## config.mk

```make
export PLATFORM = sky130hd
export DESIGN_NAME = srcfg_regs
export DESIGN_NICKNAME = d
export VERILOG_FILES = /design/src/hw/srcfg_pkg.sv /design/src/hw/srcfg_regs.sv
export SDC_FILE = /design/constraint.sdc
export NUM_CORES = 1
export LEC_CHECK = 0
export BUFFER_PORTS_ARGS = -buffer_cell sky130_fd_sc_hd__buf_2
export CORE_MARGIN = 2
export CORE_UTILIZATION = 45
export DETAILED_ROUTE_END_ITERATION = 8
export PLACE_DENSITY = 0.8
export SYNTH_ARGS = -nofsm -noshare
export SYNTH_HDL_FRONTEND = slang
export SYNTH_SLANG_ARGS = --single-unit
```

## constraint.sdc

```tcl
create_clock -name clk_i -period 5.7 [get_ports clk_i]
set_clock_uncertainty 0.2 [all_clocks]
set_input_delay 1.14 -clock clk_i [delete_from_list [all_inputs] [get_ports clk_i]]
set_output_delay 1.14 -clock clk_i [all_outputs]
set_load 0.01 [all_outputs]
```

## src/hw/srcfg_pkg.sv

```systemverilog
// Package of the switch radio configuration register bank.
// Assumes a 32-bit classic Wishbone slave with byte-wide registers in the low lane.
package srcfg_pkg;

    // ------------------------------------------------------------------
    // Register offsets
    // ------------------------------------------------------------------
    localparam logic [7:0] SRCFG_INPUT_SETUP_ADDR  = 8'h00;
    localparam logic [7:0] SRCFG_RADIO_SETUP_ADDR  = 8'h04;
    localparam logic [7:0] SRCFG_BLE_TX_SETUP_ADDR = 8'h08;
    localparam logic [7:0] SRCFG_ACTIVE_INPUT_ADDR = 8'h0c;
    localparam logic [7:0] SRCFG_ACTIVE_RADIO_ADDR = 8'h10;
    localparam logic [7:0] SRCFG_ACTIVE_BLE_ADDR   = 8'h14;
    localparam logic [7:0] SRCFG_STATUS_ADDR       = 8'h18;

    // ------------------------------------------------------------------
    // Reset values and writable masks
    // ------------------------------------------------------------------
    localparam logic [7:0] SRCFG_REG_RESET        = 8'h00;
    localparam logic [7:0] SRCFG_INPUT_SETUP_MASK = 8'h07;
    localparam logic [7:0] SRCFG_RADIO_SETUP_MASK = 8'h11;
    localparam logic [7:0] SRCFG_BLE_TX_MASK      = 8'h7f;

    // ------------------------------------------------------------------
    // Field positions
    // ------------------------------------------------------------------
    localparam int SRCFG_SPRING_DIR_BIT   = 0;
    localparam int SRCFG_AUX_ONE_DIS_BIT  = 1;
    localparam int SRCFG_AUX_TWO_DIS_BIT  = 2;
    localparam int SRCFG_PROTOCOL_BIT     = 0;
    localparam int SRCFG_TX_POWER_BIT     = 4;
    localparam int SRCFG_CHAN_LSB         = 0;
    localparam int SRCFG_CHAN_MSB         = 2;
    localparam int SRCFG_AIR_RATE_BIT     = 3;
    localparam int SRCFG_BEACON_BIT       = 4;
    localparam int SRCFG_IDENTITY_BIT     = 5;
    localparam int SRCFG_REPORT_ENC_BIT   = 6;

    // ------------------------------------------------------------------
    // Channel plan codes and channel set encodings
    // ------------------------------------------------------------------
    localparam logic [2:0] SRCFG_PLAN_ADV       = 3'h0;
    localparam logic [2:0] SRCFG_PLAN_DATA_3    = 3'h1;
    localparam logic [2:0] SRCFG_PLAN_DATA_2    = 3'h2;
    localparam logic [2:0] SRCFG_PLAN_DATA_1    = 3'h3;
    localparam logic [2:0] SRCFG_PLAN_BOTH_3    = 3'h4;
    localparam logic [2:0] SRCFG_PLAN_BOTH_2    = 3'h5;
    localparam logic [2:0] SRCFG_PLAN_BOTH_1    = 3'h6;
    localparam logic [2:0] SRCFG_PLAN_RESERVED  = 3'h7;
    // Channel set output: bit 2 = custom channels, bits 1:0 = count of channels.
    localparam logic [2:0] SRCFG_CHSET_ADV      = 3'h3;
    localparam logic [2:0] SRCFG_CHSET_CUSTOM_3 = 3'h7;
    localparam logic [2:0] SRCFG_CHSET_CUSTOM_2 = 3'h6;
    localparam logic [2:0] SRCFG_CHSET_CUSTOM_1 = 3'h5;

    // ------------------------------------------------------------------
    // Physical values
    // ------------------------------------------------------------------
    localparam logic [7:0] SRCFG_POWER_HIGH_DBM = 8'h04;
    localparam logic [7:0] SRCFG_POWER_LOW_DBM  = 8'h00;
    localparam logic [1:0] SRCFG_RATE_1M        = 2'h1;
    localparam logic [1:0] SRCFG_RATE_2M        = 2'h2;
    localparam logic [4:0] SRCFG_PERIOD_20_MS   = 5'h14;
    localparam logic [4:0] SRCFG_PERIOD_10_MS   = 5'h0a;

    // ------------------------------------------------------------------
    // Actuation sequencer states
    // ------------------------------------------------------------------
    typedef enum logic [0:0] {
        SRCFG_IDLE,
        SRCFG_ACTIVE
    } srcfg_state_type;

endpackage : srcfg_pkg

```

## src/hw/srcfg_regs.sv

```systemverilog
// Configuration register bank of a pushbutton radio transmitter and its decoding.
// Assumes a classic Wishbone master on clk_i and an actuation sequencer driving
// the spring and auxiliary input levels and the actuation start and end pulses.
//
// Functional notes
// - Direction select zero: spring away from board is press, towards is release.
// - Direction select one: mapping inverted, towards is press, away is release.
// - Input setup bit 1 set: first auxiliary input reads as unconnected.
// - Input setup bit 2 set: second auxiliary input unconnected; clear means enabled.
// - All three configuration registers reset to zero.
// - Radio setup bit 0 chooses BLE when zero, ZGP when one.
// - Radio setup bit 4 chooses plus four dBm when zero, zero dBm when one.
// - Default channel plan sends all telegrams on the three advertising channels.
// - Plan codes 1-6 use the custom channel registers instead.
// - Plan codes 1-3 custom data only, 4-6 custom both, 7 reserved.
// - Air rate bit zero gives 1 Mbit/s, one gives 2 Mbit/s.
// - Beacon period bit zero gives 20 ms, one gives 10 ms.
// - Identity mode zero uses static address, one a resolvable private address.
// - Report encoding zero is standard, one uses user-defined command values.
// - BLE transmit fields affect BLE telegrams only, never ZGP.
// - Air rate bit 3, period bit 4, identity bit 5, encoding bit 6, bit 7 reserved.
`timescale 1ns/10ps

module srcfg_regs
    import srcfg_pkg::*;
(
    input  wire logic        clk_i,
    input  wire logic        rst_i,
    input  wire logic [31:0] wb_adr_i,
    input  wire logic [31:0] wb_dat_i,
    input  wire logic [3:0]  wb_sel_i,
    input  wire logic        wb_we_i,
    input  wire logic        wb_cyc_i,
    input  wire logic        wb_stb_i,
    output logic      [31:0] wb_dat_o,
    output logic             wb_ack_o,
    input  wire logic        act_start_i,
    input  wire logic        act_end_i,
    input  wire logic        spring_away_i,
    input  wire logic        spring_towards_i,
    input  wire logic        aux_one_i,
    input  wire logic        aux_two_i,
    output logic             act_busy_o,
    output logic             press_o,
    output logic             release_o,
    output logic             aux_one_o,
    output logic             aux_two_o,
    output logic             proto_zgp_o,
    output logic      [7:0]  tx_power_dbm_o,
    output logic      [2:0]  data_chset_o,
    output logic      [2:0]  comm_chset_o,
    output logic             plan_reserved_o,
    output logic      [1:0]  air_rate_o,
    output logic      [4:0]  beacon_period_ms_o,
    output logic             rpa_mode_o,
    output logic             user_encoding_o
);

    // ------------------------------------------------------------------
    // Channel plan decode
    // ------------------------------------------------------------------
    // Returns {data set, commissioning set}; reserved code falls back to advertising.
    function automatic logic [5:0] srcfg_plan(input logic [2:0] code);
        logic [5:0] r;
        r = {SRCFG_CHSET_ADV, SRCFG_CHSET_ADV};
        unique case (code)
            SRCFG_PLAN_ADV:      r = {SRCFG_CHSET_ADV, SRCFG_CHSET_ADV};
            SRCFG_PLAN_DATA_3:   r = {SRCFG_CHSET_CUSTOM_3, SRCFG_CHSET_ADV};
            SRCFG_PLAN_DATA_2:   r = {SRCFG_CHSET_CUSTOM_2, SRCFG_CHSET_ADV};
            SRCFG_PLAN_DATA_1:   r = {SRCFG_CHSET_CUSTOM_1, SRCFG_CHSET_ADV};
            SRCFG_PLAN_BOTH_3:   r = {SRCFG_CHSET_CUSTOM_3, SRCFG_CHSET_CUSTOM_3};
            SRCFG_PLAN_BOTH_2:   r = {SRCFG_CHSET_CUSTOM_2, SRCFG_CHSET_CUSTOM_2};
            SRCFG_PLAN_BOTH_1:   r = {SRCFG_CHSET_CUSTOM_1, SRCFG_CHSET_CUSTOM_1};
            SRCFG_PLAN_RESERVED: r = {SRCFG_CHSET_ADV, SRCFG_CHSET_ADV};
        endcase
        return r;
    endfunction : srcfg_plan

    // ------------------------------------------------------------------
    // State
    // ------------------------------------------------------------------
    logic [7:0]      input_setup_ff,  nxt_input_setup;
    logic [7:0]      radio_setup_ff,  nxt_radio_setup;
    logic [7:0]      ble_tx_ff,       nxt_ble_tx;
    logic [7:0]      act_input_ff,    nxt_act_input;
    logic [7:0]      act_radio_ff,    nxt_act_radio;
    logic [7:0]      act_ble_ff,      nxt_act_ble;
    srcfg_state_type state_ff,        nxt_state;
    logic [31:0]     dat_ff,          nxt_dat;
    logic            ack_ff,          nxt_ack;
    logic            press_ff,        nxt_press;
    logic            release_ff,      nxt_release;
    logic            aux_one_ff,      nxt_aux_one;
    logic            aux_two_ff,      nxt_aux_two;
    logic            zgp_ff,          nxt_zgp;
    logic [7:0]      power_ff,        nxt_power;
    logic [2:0]      data_ch_ff,      nxt_data_ch;
    logic [2:0]      comm_ch_ff,      nxt_comm_ch;
    logic            plan_rsv_ff,     nxt_plan_rsv;
    logic [1:0]      rate_ff,         nxt_rate;
    logic [4:0]      period_ff,       nxt_period;
    logic            rpa_ff,          nxt_rpa;
    logic            user_enc_ff,     nxt_user_enc;

    // ------------------------------------------------------------------
    // Bus slave and actuation capture
    // ------------------------------------------------------------------
    always_comb begin
        logic       req;
        logic       wr;
        logic [7:0] wbyte;
        req             = wb_cyc_i && wb_stb_i && !ack_ff;
        wr              = req && wb_we_i && wb_sel_i[0];
        wbyte           = wb_dat_i[7:0];
        nxt_input_setup = input_setup_ff;
        nxt_radio_setup = radio_setup_ff;
        nxt_ble_tx      = ble_tx_ff;
        nxt_ack         = req;
        nxt_dat         = 32'h0000_0000;
        if (wr) begin
            unique case (wb_adr_i[7:0])
                // Reserved bits are dropped so that they always read as zero.
                SRCFG_INPUT_SETUP_ADDR:  nxt_input_setup = wbyte & SRCFG_INPUT_SETUP_MASK;
                SRCFG_RADIO_SETUP_ADDR:  nxt_radio_setup = wbyte & SRCFG_RADIO_SETUP_MASK;
                SRCFG_BLE_TX_SETUP_ADDR: nxt_ble_tx      = wbyte & SRCFG_BLE_TX_MASK;
                default: ;
            endcase
        end
        if (req && !wb_we_i) begin
            unique case (wb_adr_i[7:0])
                SRCFG_INPUT_SETUP_ADDR:  nxt_dat[7:0] = input_setup_ff;
                SRCFG_RADIO_SETUP_ADDR:  nxt_dat[7:0] = radio_setup_ff;
                SRCFG_BLE_TX_SETUP_ADDR: nxt_dat[7:0] = ble_tx_ff;
                SRCFG_ACTIVE_INPUT_ADDR: nxt_dat[7:0] = act_input_ff;
                SRCFG_ACTIVE_RADIO_ADDR: nxt_dat[7:0] = act_radio_ff;
                SRCFG_ACTIVE_BLE_ADDR:   nxt_dat[7:0] = act_ble_ff;
                SRCFG_STATUS_ADDR:       nxt_dat[0]   = (state_ff == SRCFG_ACTIVE);
                default: ;
            endcase
        end
        nxt_state     = state_ff;
        nxt_act_input = act_input_ff;
        nxt_act_radio = act_radio_ff;
        nxt_act_ble   = act_ble_ff;
        unique case (state_ff)
            SRCFG_IDLE: begin
                if (act_start_i) begin
                    nxt_state     = SRCFG_ACTIVE;
                    nxt_act_input = input_setup_ff;
                    nxt_act_radio = radio_setup_ff;
                    nxt_act_ble   = ble_tx_ff;
                end
            end
            SRCFG_ACTIVE: begin
                if (act_end_i) begin
                    nxt_state = SRCFG_IDLE;
                end
            end
        endcase
    end

    always_ff @(posedge clk_i) begin
        if (rst_i) begin
            input_setup_ff <= SRCFG_REG_RESET;
            radio_setup_ff <= SRCFG_REG_RESET;
            ble_tx_ff      <= SRCFG_REG_RESET;
            act_input_ff   <= SRCFG_REG_RESET;
            act_radio_ff   <= SRCFG_REG_RESET;
            act_ble_ff     <= SRCFG_REG_RESET;
            state_ff       <= SRCFG_IDLE;
            ack_ff         <= 1'b0;
            dat_ff         <= 32'h0000_0000;
        end else begin
            input_setup_ff <= nxt_input_setup;
            radio_setup_ff <= nxt_radio_setup;
            ble_tx_ff      <= nxt_ble_tx;
            act_input_ff   <= nxt_act_input;
            act_radio_ff   <= nxt_act_radio;
            act_ble_ff     <= nxt_act_ble;
            state_ff       <= nxt_state;
            ack_ff         <= nxt_ack;
            dat_ff         <= nxt_dat;
        end
    end

    // ------------------------------------------------------------------
    // Decoding of the captured configuration
    // ------------------------------------------------------------------
    always_comb begin
        logic       inv;
        logic       ble;
        logic [5:0] plan;
        inv          = act_input_ff[SRCFG_SPRING_DIR_BIT];
        ble          = !act_radio_ff[SRCFG_PROTOCOL_BIT];
        plan         = srcfg_plan(act_ble_ff[SRCFG_CHAN_MSB:SRCFG_CHAN_LSB]);
        nxt_press    = inv ? spring_towards_i : spring_away_i;
        nxt_release  = inv ? spring_away_i : spring_towards_i;
        nxt_aux_one  = aux_one_i && !act_input_ff[SRCFG_AUX_ONE_DIS_BIT];
        nxt_aux_two  = aux_two_i && !act_input_ff[SRCFG_AUX_TWO_DIS_BIT];
        nxt_zgp      = !ble;
        nxt_power    = act_radio_ff[SRCFG_TX_POWER_BIT] ? SRCFG_POWER_LOW_DBM
                                                        : SRCFG_POWER_HIGH_DBM;
        // BLE-only fields fall back to their defaults while ZGP is selected.
        nxt_data_ch  = ble ? plan[5:3] : SRCFG_CHSET_ADV;
        nxt_comm_ch  = ble ? plan[2:0] : SRCFG_CHSET_ADV;
        nxt_plan_rsv = ble && (act_ble_ff[SRCFG_CHAN_MSB:SRCFG_CHAN_LSB]
                               == SRCFG_PLAN_RESERVED);
        nxt_rate     = (ble && act_ble_ff[SRCFG_AIR_RATE_BIT]) ? SRCFG_RATE_2M
                                                               : SRCFG_RATE_1M;
        nxt_period   = (ble && act_ble_ff[SRCFG_BEACON_BIT]) ? SRCFG_PERIOD_10_MS
                                                             : SRCFG_PERIOD_20_MS;
        nxt_rpa      = ble && act_ble_ff[SRCFG_IDENTITY_BIT];
        nxt_user_enc = ble && act_ble_ff[SRCFG_REPORT_ENC_BIT];
    end

    always_ff @(posedge clk_i) begin
        if (rst_i) begin
            press_ff    <= 1'b0;
            release_ff  <= 1'b0;
            aux_one_ff  <= 1'b0;
            aux_two_ff  <= 1'b0;
            zgp_ff      <= 1'b0;
            power_ff    <= SRCFG_POWER_HIGH_DBM;
            data_ch_ff  <= SRCFG_CHSET_ADV;
            comm_ch_ff  <= SRCFG_CHSET_ADV;
            plan_rsv_ff <= 1'b0;
            rate_ff     <= SRCFG_RATE_1M;
            period_ff   <= SRCFG_PERIOD_20_MS;
            rpa_ff      <= 1'b0;
            user_enc_ff <= 1'b0;
        end else begin
            press_ff    <= nxt_press;
            release_ff  <= nxt_release;
            aux_one_ff  <= nxt_aux_one;
            aux_two_ff  <= nxt_aux_two;
            zgp_ff      <= nxt_zgp;
            power_ff    <= nxt_power;
            data_ch_ff  <= nxt_data_ch;
            comm_ch_ff  <= nxt_comm_ch;
            plan_rsv_ff <= nxt_plan_rsv;
            rate_ff     <= nxt_rate;
            period_ff   <= nxt_period;
            rpa_ff      <= nxt_rpa;
            user_enc_ff <= nxt_user_enc;
        end
    end

    // ------------------------------------------------------------------
    // Outputs
    // ------------------------------------------------------------------
    assign wb_dat_o           = dat_ff;
    assign wb_ack_o           = ack_ff;
    assign act_busy_o         = (state_ff == SRCFG_ACTIVE);
    assign press_o            = press_ff;
    assign release_o          = release_ff;
    assign aux_one_o          = aux_one_ff;
    assign aux_two_o          = aux_two_ff;
    assign proto_zgp_o        = zgp_ff;
    assign tx_power_dbm_o     = power_ff;
    assign data_chset_o       = data_ch_ff;
    assign comm_chset_o       = comm_ch_ff;
    assign plan_reserved_o    = plan_rsv_ff;
    assign air_rate_o         = rate_ff;
    assign beacon_period_ms_o = period_ff;
    assign rpa_mode_o         = rpa_ff;
    assign user_encoding_o    = user_enc_ff;

endmodule : srcfg_regs

```

==> impl_metrics.yaml, run 1 <==
outcome:
  outcome: "completed"
yosys:
  netlist-cell-type-count: 38
  synth_flop_cell: "dfxtp_1"
  synth_area_leaders: "dfxtp_1 (45%), buf_4 (11%), mux2i_1 (7.7%), nand2b_1 (4.8%), nand2_1 (4.7%)"
  synth_xor_area_frac: 0.00377
  avgSynthCellArea_um2: 9.34
  synth_area_mm2: 0.00233
  yosys.area_share.adder: 0
  synth_edf_count: 0
  ys_seq_area_frac: 0.448
  synth-seq-cells: 52
  yosysWarnings: 0
  synthArstFlopShare: 0
  yosysTopAreaCellShare: 0.448
  syn_inst: 249
  synth_top_family_by_area: "simple AND/OR/NAND/NOR gates"
  synth_mux_area_frac: 0.0968
  synth_compound_area_frac: 0.0710
  yosys.area.top_type: "dfxtp_1"
  yosys.area_share.simple: 0.237
detailed_routing:
  drt-initial-drc-count: 83
  drt-wirelength-per-cell_um: 11.9
  firstDrtPassIters: 4
  num_vias: 1683
  routed_wl_mm: 4.35
  vias_per_cell: 4.60
  drc: 0
  ant_nets: 0
global_route:
  busiest_layer: "met2"
  grt_pass1_vias: 1476
  grt-ovfl-total: 0
  grt_pass1_wl_mm: 6.78
  grt_usage: 0.158
  antenna_found_initial: 0
  met2_usage: 0.259
  grt_max_degree: 42
  met1_usage: 0.191
  use_met3: 0.0463
sta:
  tns_ps: 0
  min_period_ps: 2850
  rsz0062_at_grt: "false"
  slew_viol_final: 0
  fin_ws_ps: 2850
  tightest_slew_ps: 867
  final.period_utilization: 0.500
  setup_viol: 0
  hold_viol: 0
  max_slew_margin: 0.421
  max_freq_mhz: 351
cells_and_area:
  drive_above_1_share: 0.247
  nNetsFinal: 374
  layout_commonest_cell: "buf_2"
  final_cell_mix: "buf_2 (56), dfxtp_1 (52), conb_1 (33)"
  synthToLayoutAreaGrowth_pct: 10.9
  diodes: 0
  final_core_util: 0.512
  nFillCells: 486
worst_setup_path:
  max_stage_delay_ps: 590
  r2r_cells: 4
  timing.rr.start: "wb_ack_o"
  r2r_setup_slack_ps: 3910
  arrival_ps: 2880
  crit_path_start_kind: "input port"
  path_max_fanout: 6
  r2r_end: "input_setup_ff[1]"
  worst-setup-path-type: "in -> reg"
  end_kind: "flop"
  required_ps: 5730
  crit_path_start: "wb_adr_i[7]"
  path_cells: "buf_2, or4_4, nor4b_4, and4_1, mux2i_1"
  crit_path_top_delay_cell: "or4_4"
cts:
  clockRootBuffer: "clkbuf_8"
  h-tree-depth: 2
  ctsHoldBuffers: 0
  tritoncts: "built"
  path_clk_slew_ps: 80
  cts.sink_count: 52
  cts-resized-gates: 0
  worstSkewPairLatency_ps: 300
  clockBufferDepth: 2
  numCtsBuffers: 5
  cts_setup_buffers: 0
place:
  portBuffers: 56
  place_congestion: 0.853
  dp_hpwl_mm: 3.21
  pre_cts_slack_ps: 2540
pwr:
  p_leak_uw: 0.00108
  ir_drop_uv: 90.6
  power_per_cell_area_mw_per_mm2: 242
hold_path:
  hold_path_depth: 1
  hp-start: "act_radio_ff[4]"
  holdCritPathClass: "reg -> reg"
  hold_path_end: "tx_power_dbm_o[2]"
run:
  max_cap_viol_count: 0
die:
  ios: 142
  start_util: 0.461
  row_count: 26
  coreArea_mm2: 0.00504
  dieHeight_um: 75.9
  die_area_mm2: 0.00576
  die_x_um: 75.9
## critical path, delay by kind of cell
kind                   cells  cell delay, ps
buffers and inverters      1             100
AND/OR/NAND/NOR            3            1410
multiplexers               1             220
## power breakdown
group,leakage (uW),switching [uW],internal (uW)
clock,0.0000455,111,99.1
sequential,0.000420,1.13,365
combinational,0.000612,33.8,15.5
## state kept, by name, summed over array words and instances (netlist names), 2 cells and up
name and count:
act_radio_ff 2, radio_setup_ff 2, input_setup_ff 3, air_rate_o 2
data_chset_o 3, act_ble_ff 7, ble_tx_ff 7, act_input_ff 3
comm_chset_o 3, beacon_period_ms_o 2, wb_dat_o 7
## synthesized netlist by cell type, types with 3 or more instances
| master | instances |
|---|---|
| a22oi_1 | 5 |
| a21oi_1 | 14 |
| nor3b_1 | 3 |
| and2_1 | 3 |
| nand4b_1 | 3 |
| nand3_1 | 3 |
| nor2_1 | 19 |
| nand2b_1 | 18 |
| nand2_1 | 29 |
| dfxtp_1 | 52 |
| nor2b_1 | 4 |
| mux2i_1 | 18 |
| clkbuf_1 | 12 |
| buf_4 | 35 |
## stage by stage
step / instances / area (um2) / power (uW) / hold WS [ps]
6_report: 366 / 2580 / 626 / 222
5_1_grt: 366 / 2580 / 651 / 254
4_1_cts: 366 / 2580 / 632 / 223
3_5_place_dp: 358 / 2490 / 424 / 204
3_3_place_gp: 358 / 2490 / 422 / 200
2_1_floorplan: 281 / 2450 / 423 / 184
## cell type report
cell class,count,area (um2),share of cell area
timing repair buffer,56,280,0.109
sequential,52,1040,0.403
inverter,2,7.51,0.00291
tap,70,87.6,0.0339
multi-input combinational,178,1070,0.416
clock buffer,8,90.1,0.0349
## worst max path at each step
stage,end,slack [ps],cells after the start
floorplan,wb_dat_o[4],2770,5
global placement,ble_tx_ff[0],2580,5
detailed placement,ble_tx_ff[6],2540,5
CTS,ble_tx_ff[6],2870,5
global route,ble_tx_ff[5],2780,5
finish,ble_tx_ff[5],2850,5
## metal layers
layer | vias up | part of all wire
met3 | 8 | 0.069
li1 | 853 | -
met5 | - | 0
met4 | 0 | 0.020
met1 | 761 | 0.43
met2 | 61 | 0.48
## cell families after synthesis
logic type,after synthesis
AO/OA/AOI/OAI,25
XOR/XNOR,1
buffers and inverters,51
flip-flops,52
multiplexers,21
other,1
AND/OR/NAND/NOR,98
Note: power is estimated with default switching activity, not from simulation.
==> run 2: changes to the inputs <==
--- a/config.mk
+++ b/config.mk
@@ -5,11 +5,12 @@
 export SDC_FILE = /design/constraint.sdc
 export NUM_CORES = 1
 export LEC_CHECK = 0
+export ABC_AREA = 1
 export BUFFER_PORTS_ARGS = -buffer_cell sky130_fd_sc_hd__buf_2
 export CORE_MARGIN = 2
-export CORE_UTILIZATION = 45
+export CORE_UTILIZATION = 43
 export DETAILED_ROUTE_END_ITERATION = 8
-export PLACE_DENSITY = 0.8
+export PLACE_DENSITY = 0.76
 export SYNTH_ARGS = -nofsm -noshare
 export SYNTH_HDL_FRONTEND = slang
 export SYNTH_SLANG_ARGS = --single-unit
==> constraint.sdc (replaced) <==
create_clock -name clk_i -period 2.75 [get_ports clk_i]
set_clock_uncertainty 0.2 [all_clocks]
set_input_delay 0.55 -clock clk_i [delete_from_list [all_inputs] [get_ports clk_i]]
set_output_delay 0.55 -clock clk_i [all_outputs]
set_load 0.01 [all_outputs]
==> run 2 against run 1 <==
  * Count of clock-buffer cells in the layout shrank 2
  * Sequential share of layout area down 1.8 points
  * Worst hold slack worse by 13 ps
  * Utilization is 1.5 points lower
  * Flip-flop and latch count unchanged
  * Critical path type is now reg -> reg
  * Highest routed layer unchanged
  * Synthesized cell count increased by 25%
  * Combinational power grew to 3.1 times the previous value
  * Worst setup slack worse by 1700 ps
  * Wire length is 5.4% higher
  * Die area is 7.5% higher
  * Critical path depth unchanged
==> impl_metrics.yaml, run 2 <==
yosys:
  synth_flop_cell: "dfxtp_1"
  synth_xor_area_frac: 0
  yosys.area_share.adder: 0
  synth_top_family_by_area: "simple AND/OR/NAND/NOR gates"
  synth_mux_area_frac: 0
  synth_compound_area_frac: 0.105
  synth_area_mm2: 0.00240
  synth-seq-cells: 52
  synth_edf_count: 0
  yosysWarnings: 0
  syn_inst: 312
  ys_seq_area_frac: 0.434
  yosysTopAreaCellShare: 0.434
  yosysMostFrequentCell: "nor2_1"
  ys_top_cells_by_count: "nor2_1 (55), dfxtp_1 (52), nand2_1 (40), buf_4 (35), inv_1 (30)"
  yosys.area_share.simple: 0.277
  yosys.area.top_type: "dfxtp_1"
  synthArstFlopShare: 0
  synth_area_leaders: "dfxtp_1 (43%), buf_4 (11%), nor2_1 (8.6%), nand2_1 (6.3%), o21ai_0 (5.6%)"
  netlist-cell-type-count: 23
  avgSynthCellArea_um2: 7.69
place:
  dp_hpwl_mm: 3.54
  dpl-instance-area_mm2: 0.00261
  place_congestion: 0.822
  dp_cells: 433
  portBuffers: 56
cells_and_area:
  nFillCells: 553
  drive_above_1_share: 0.263
  nNetsFinal: 447
  diodes: 0
  synthToLayoutAreaGrowth_pct: 12.6
  design_area_mm2: 0.00270
  final_cell_mix: "buf_2 (56), nor2_1 (55), dfxtp_1 (52)"
  layout.cells.non_filler: 441
  layout_commonest_cell: "buf_2"
worst_setup_path:
  arrival_ps: 1690
  path_max_fanout: 20
  worst-setup-path-type: "reg -> reg"
  crit_path_top_delay_cell: "inv_1"
  required_ps: 2800
  max_stage_delay_ps: 430
  path_cells: "nor2_1, buf_4, inv_1, o21ai_0, a21oi_1"
  crit_path_start_kind: "flop"
  end_kind: "flop"
cts:
  path_clk_slew_ps: 90
  tritoncts: "built"
  ctsHoldBuffers: 0
  cts.sink_count: 52
  cts_setup_buffers: 0
  numCtsBuffers: 5
  worstSkewPairLatency_ps: 310
  clockRootBuffer: "clkbuf_8"
  h-tree-depth: 2
  cts-resized-gates: 0
  clockBufferDepth: 2
detailed_routing:
  drc: 0
  vias_per_cell: 4.37
  num_vias: 1926
  routed_wl_mm: 4.58
  drt-wirelength-per-cell_um: 10.4
  firstDrtPassIters: 4
  ant_nets: 0
  drt-initial-drc-count: 115
sta:
  timing.hold.ws_ps: 209
  min_period_ps: 1640
  slew_viol_final: 0
  tightest_slew_ps: 637
  tns_ps: 0
  setup_viol: 0
  max_freq_mhz: 609
  rsz0062_at_grt: "false"
  hold_viol: 0
  final.period_utilization: 0.597
  max_slew_margin: 0.575
pwr:
  p_leak_uw: 0.00135
  power_per_cell_area_mw_per_mm2: 508
  ir_drop_uv: 251
run:
  max_cap_viol_count: 0
die:
  coreArea_mm2: 0.00544
  die_area_mm2: 0.00619
  row_count: 27
  dieHeight_um: 78.7
  ios: 142
  die_x_um: 78.7
  start_util: 0.441
global_route:
  grt_pass1_vias: 1777
  grt_usage: 0.157
  grt_pass1_wl_mm: 7.67
  grt-ovfl-total: 0
  grt_max_degree: 27
  antenna_found_initial: 0
outcome:
  outcome: "completed"
hold_path:
  holdCritPathClass: "reg -> reg"
run 2: worst paths after layout:
kind	endpoint	start	cells past startpoint	slack [ps]
worst min-delay path	tx_power_dbm_o[2]	act_radio_ff[4]	1	210
worst max register to register	act_input_ff[0]	act_busy_o	5	1110
worst min register to register	tx_power_dbm_o[2]	act_radio_ff[4]	1	210
worst max-delay path	act_input_ff[0]	act_busy_o	5	1110
run 2: worst max-delay path, delay by kind of cell (launching register included):
| family | cells | cell delay [ps] |
|---|---|---|
| AO/OA/AOI/OAI | 2 | 350 |
| AND/OR/NAND/NOR | 1 | 60 |
| buffers and inverters | 2 | 590 |
| flip-flops | 1 | 380 |
run 2: layout make-up:
type                       instances  area (um2)  area share
multi-input combinational        214        1040       0.385
tap                               72        90.1      0.0333
sequential                        52        1040       0.385
inverter                          38         153      0.0565
clock inverter                     2        16.3     0.00602
clock buffer                       6        72.6      0.0269
timing repair buffer              57         288       0.107
run 2: report_power, final:
group | switching (uW) | leakage, uW | internal, uW | total (uW)
logic | 104 | 0.000886 | 47.5 | 151
clock network | 250 | 0.0000414 | 181 | 431
registers | 11.5 | 0.000424 | 778 | 789
run 2: kinds of logic (layout without fill, tap and decap cells):
kind of cell    count (synthesis)  count (layout)
other cells                     1              33
flops                          52              52
buf+inv                        78             103
compound gates                 49              49
simple gates                  132             132
run 2: metrics by stage:
stage	setup slack [ps]	power, uW	util
after detailed placement	885	957	0.480
after CTS	1140	1380	0.497
after global routing	1030	1440	0.497
after global placement	881	953	0.480
final	1110	1370	0.497
after floorplan	1200	938	-
run 2: routing by layer:
layer / wire length, um / vias up / part of all wire / track usage
met2: 2170 / 62 / 0.47 / 0.267
met5: 0 / - / 0 / 0
met3: 334 / 7 / 0.073 / 0.0471
li1: - / 1011 / - / -
met1: 1970 / 846 / 0.43 / 0.175
met4: 103 / 0 / 0.022 / 0.0842
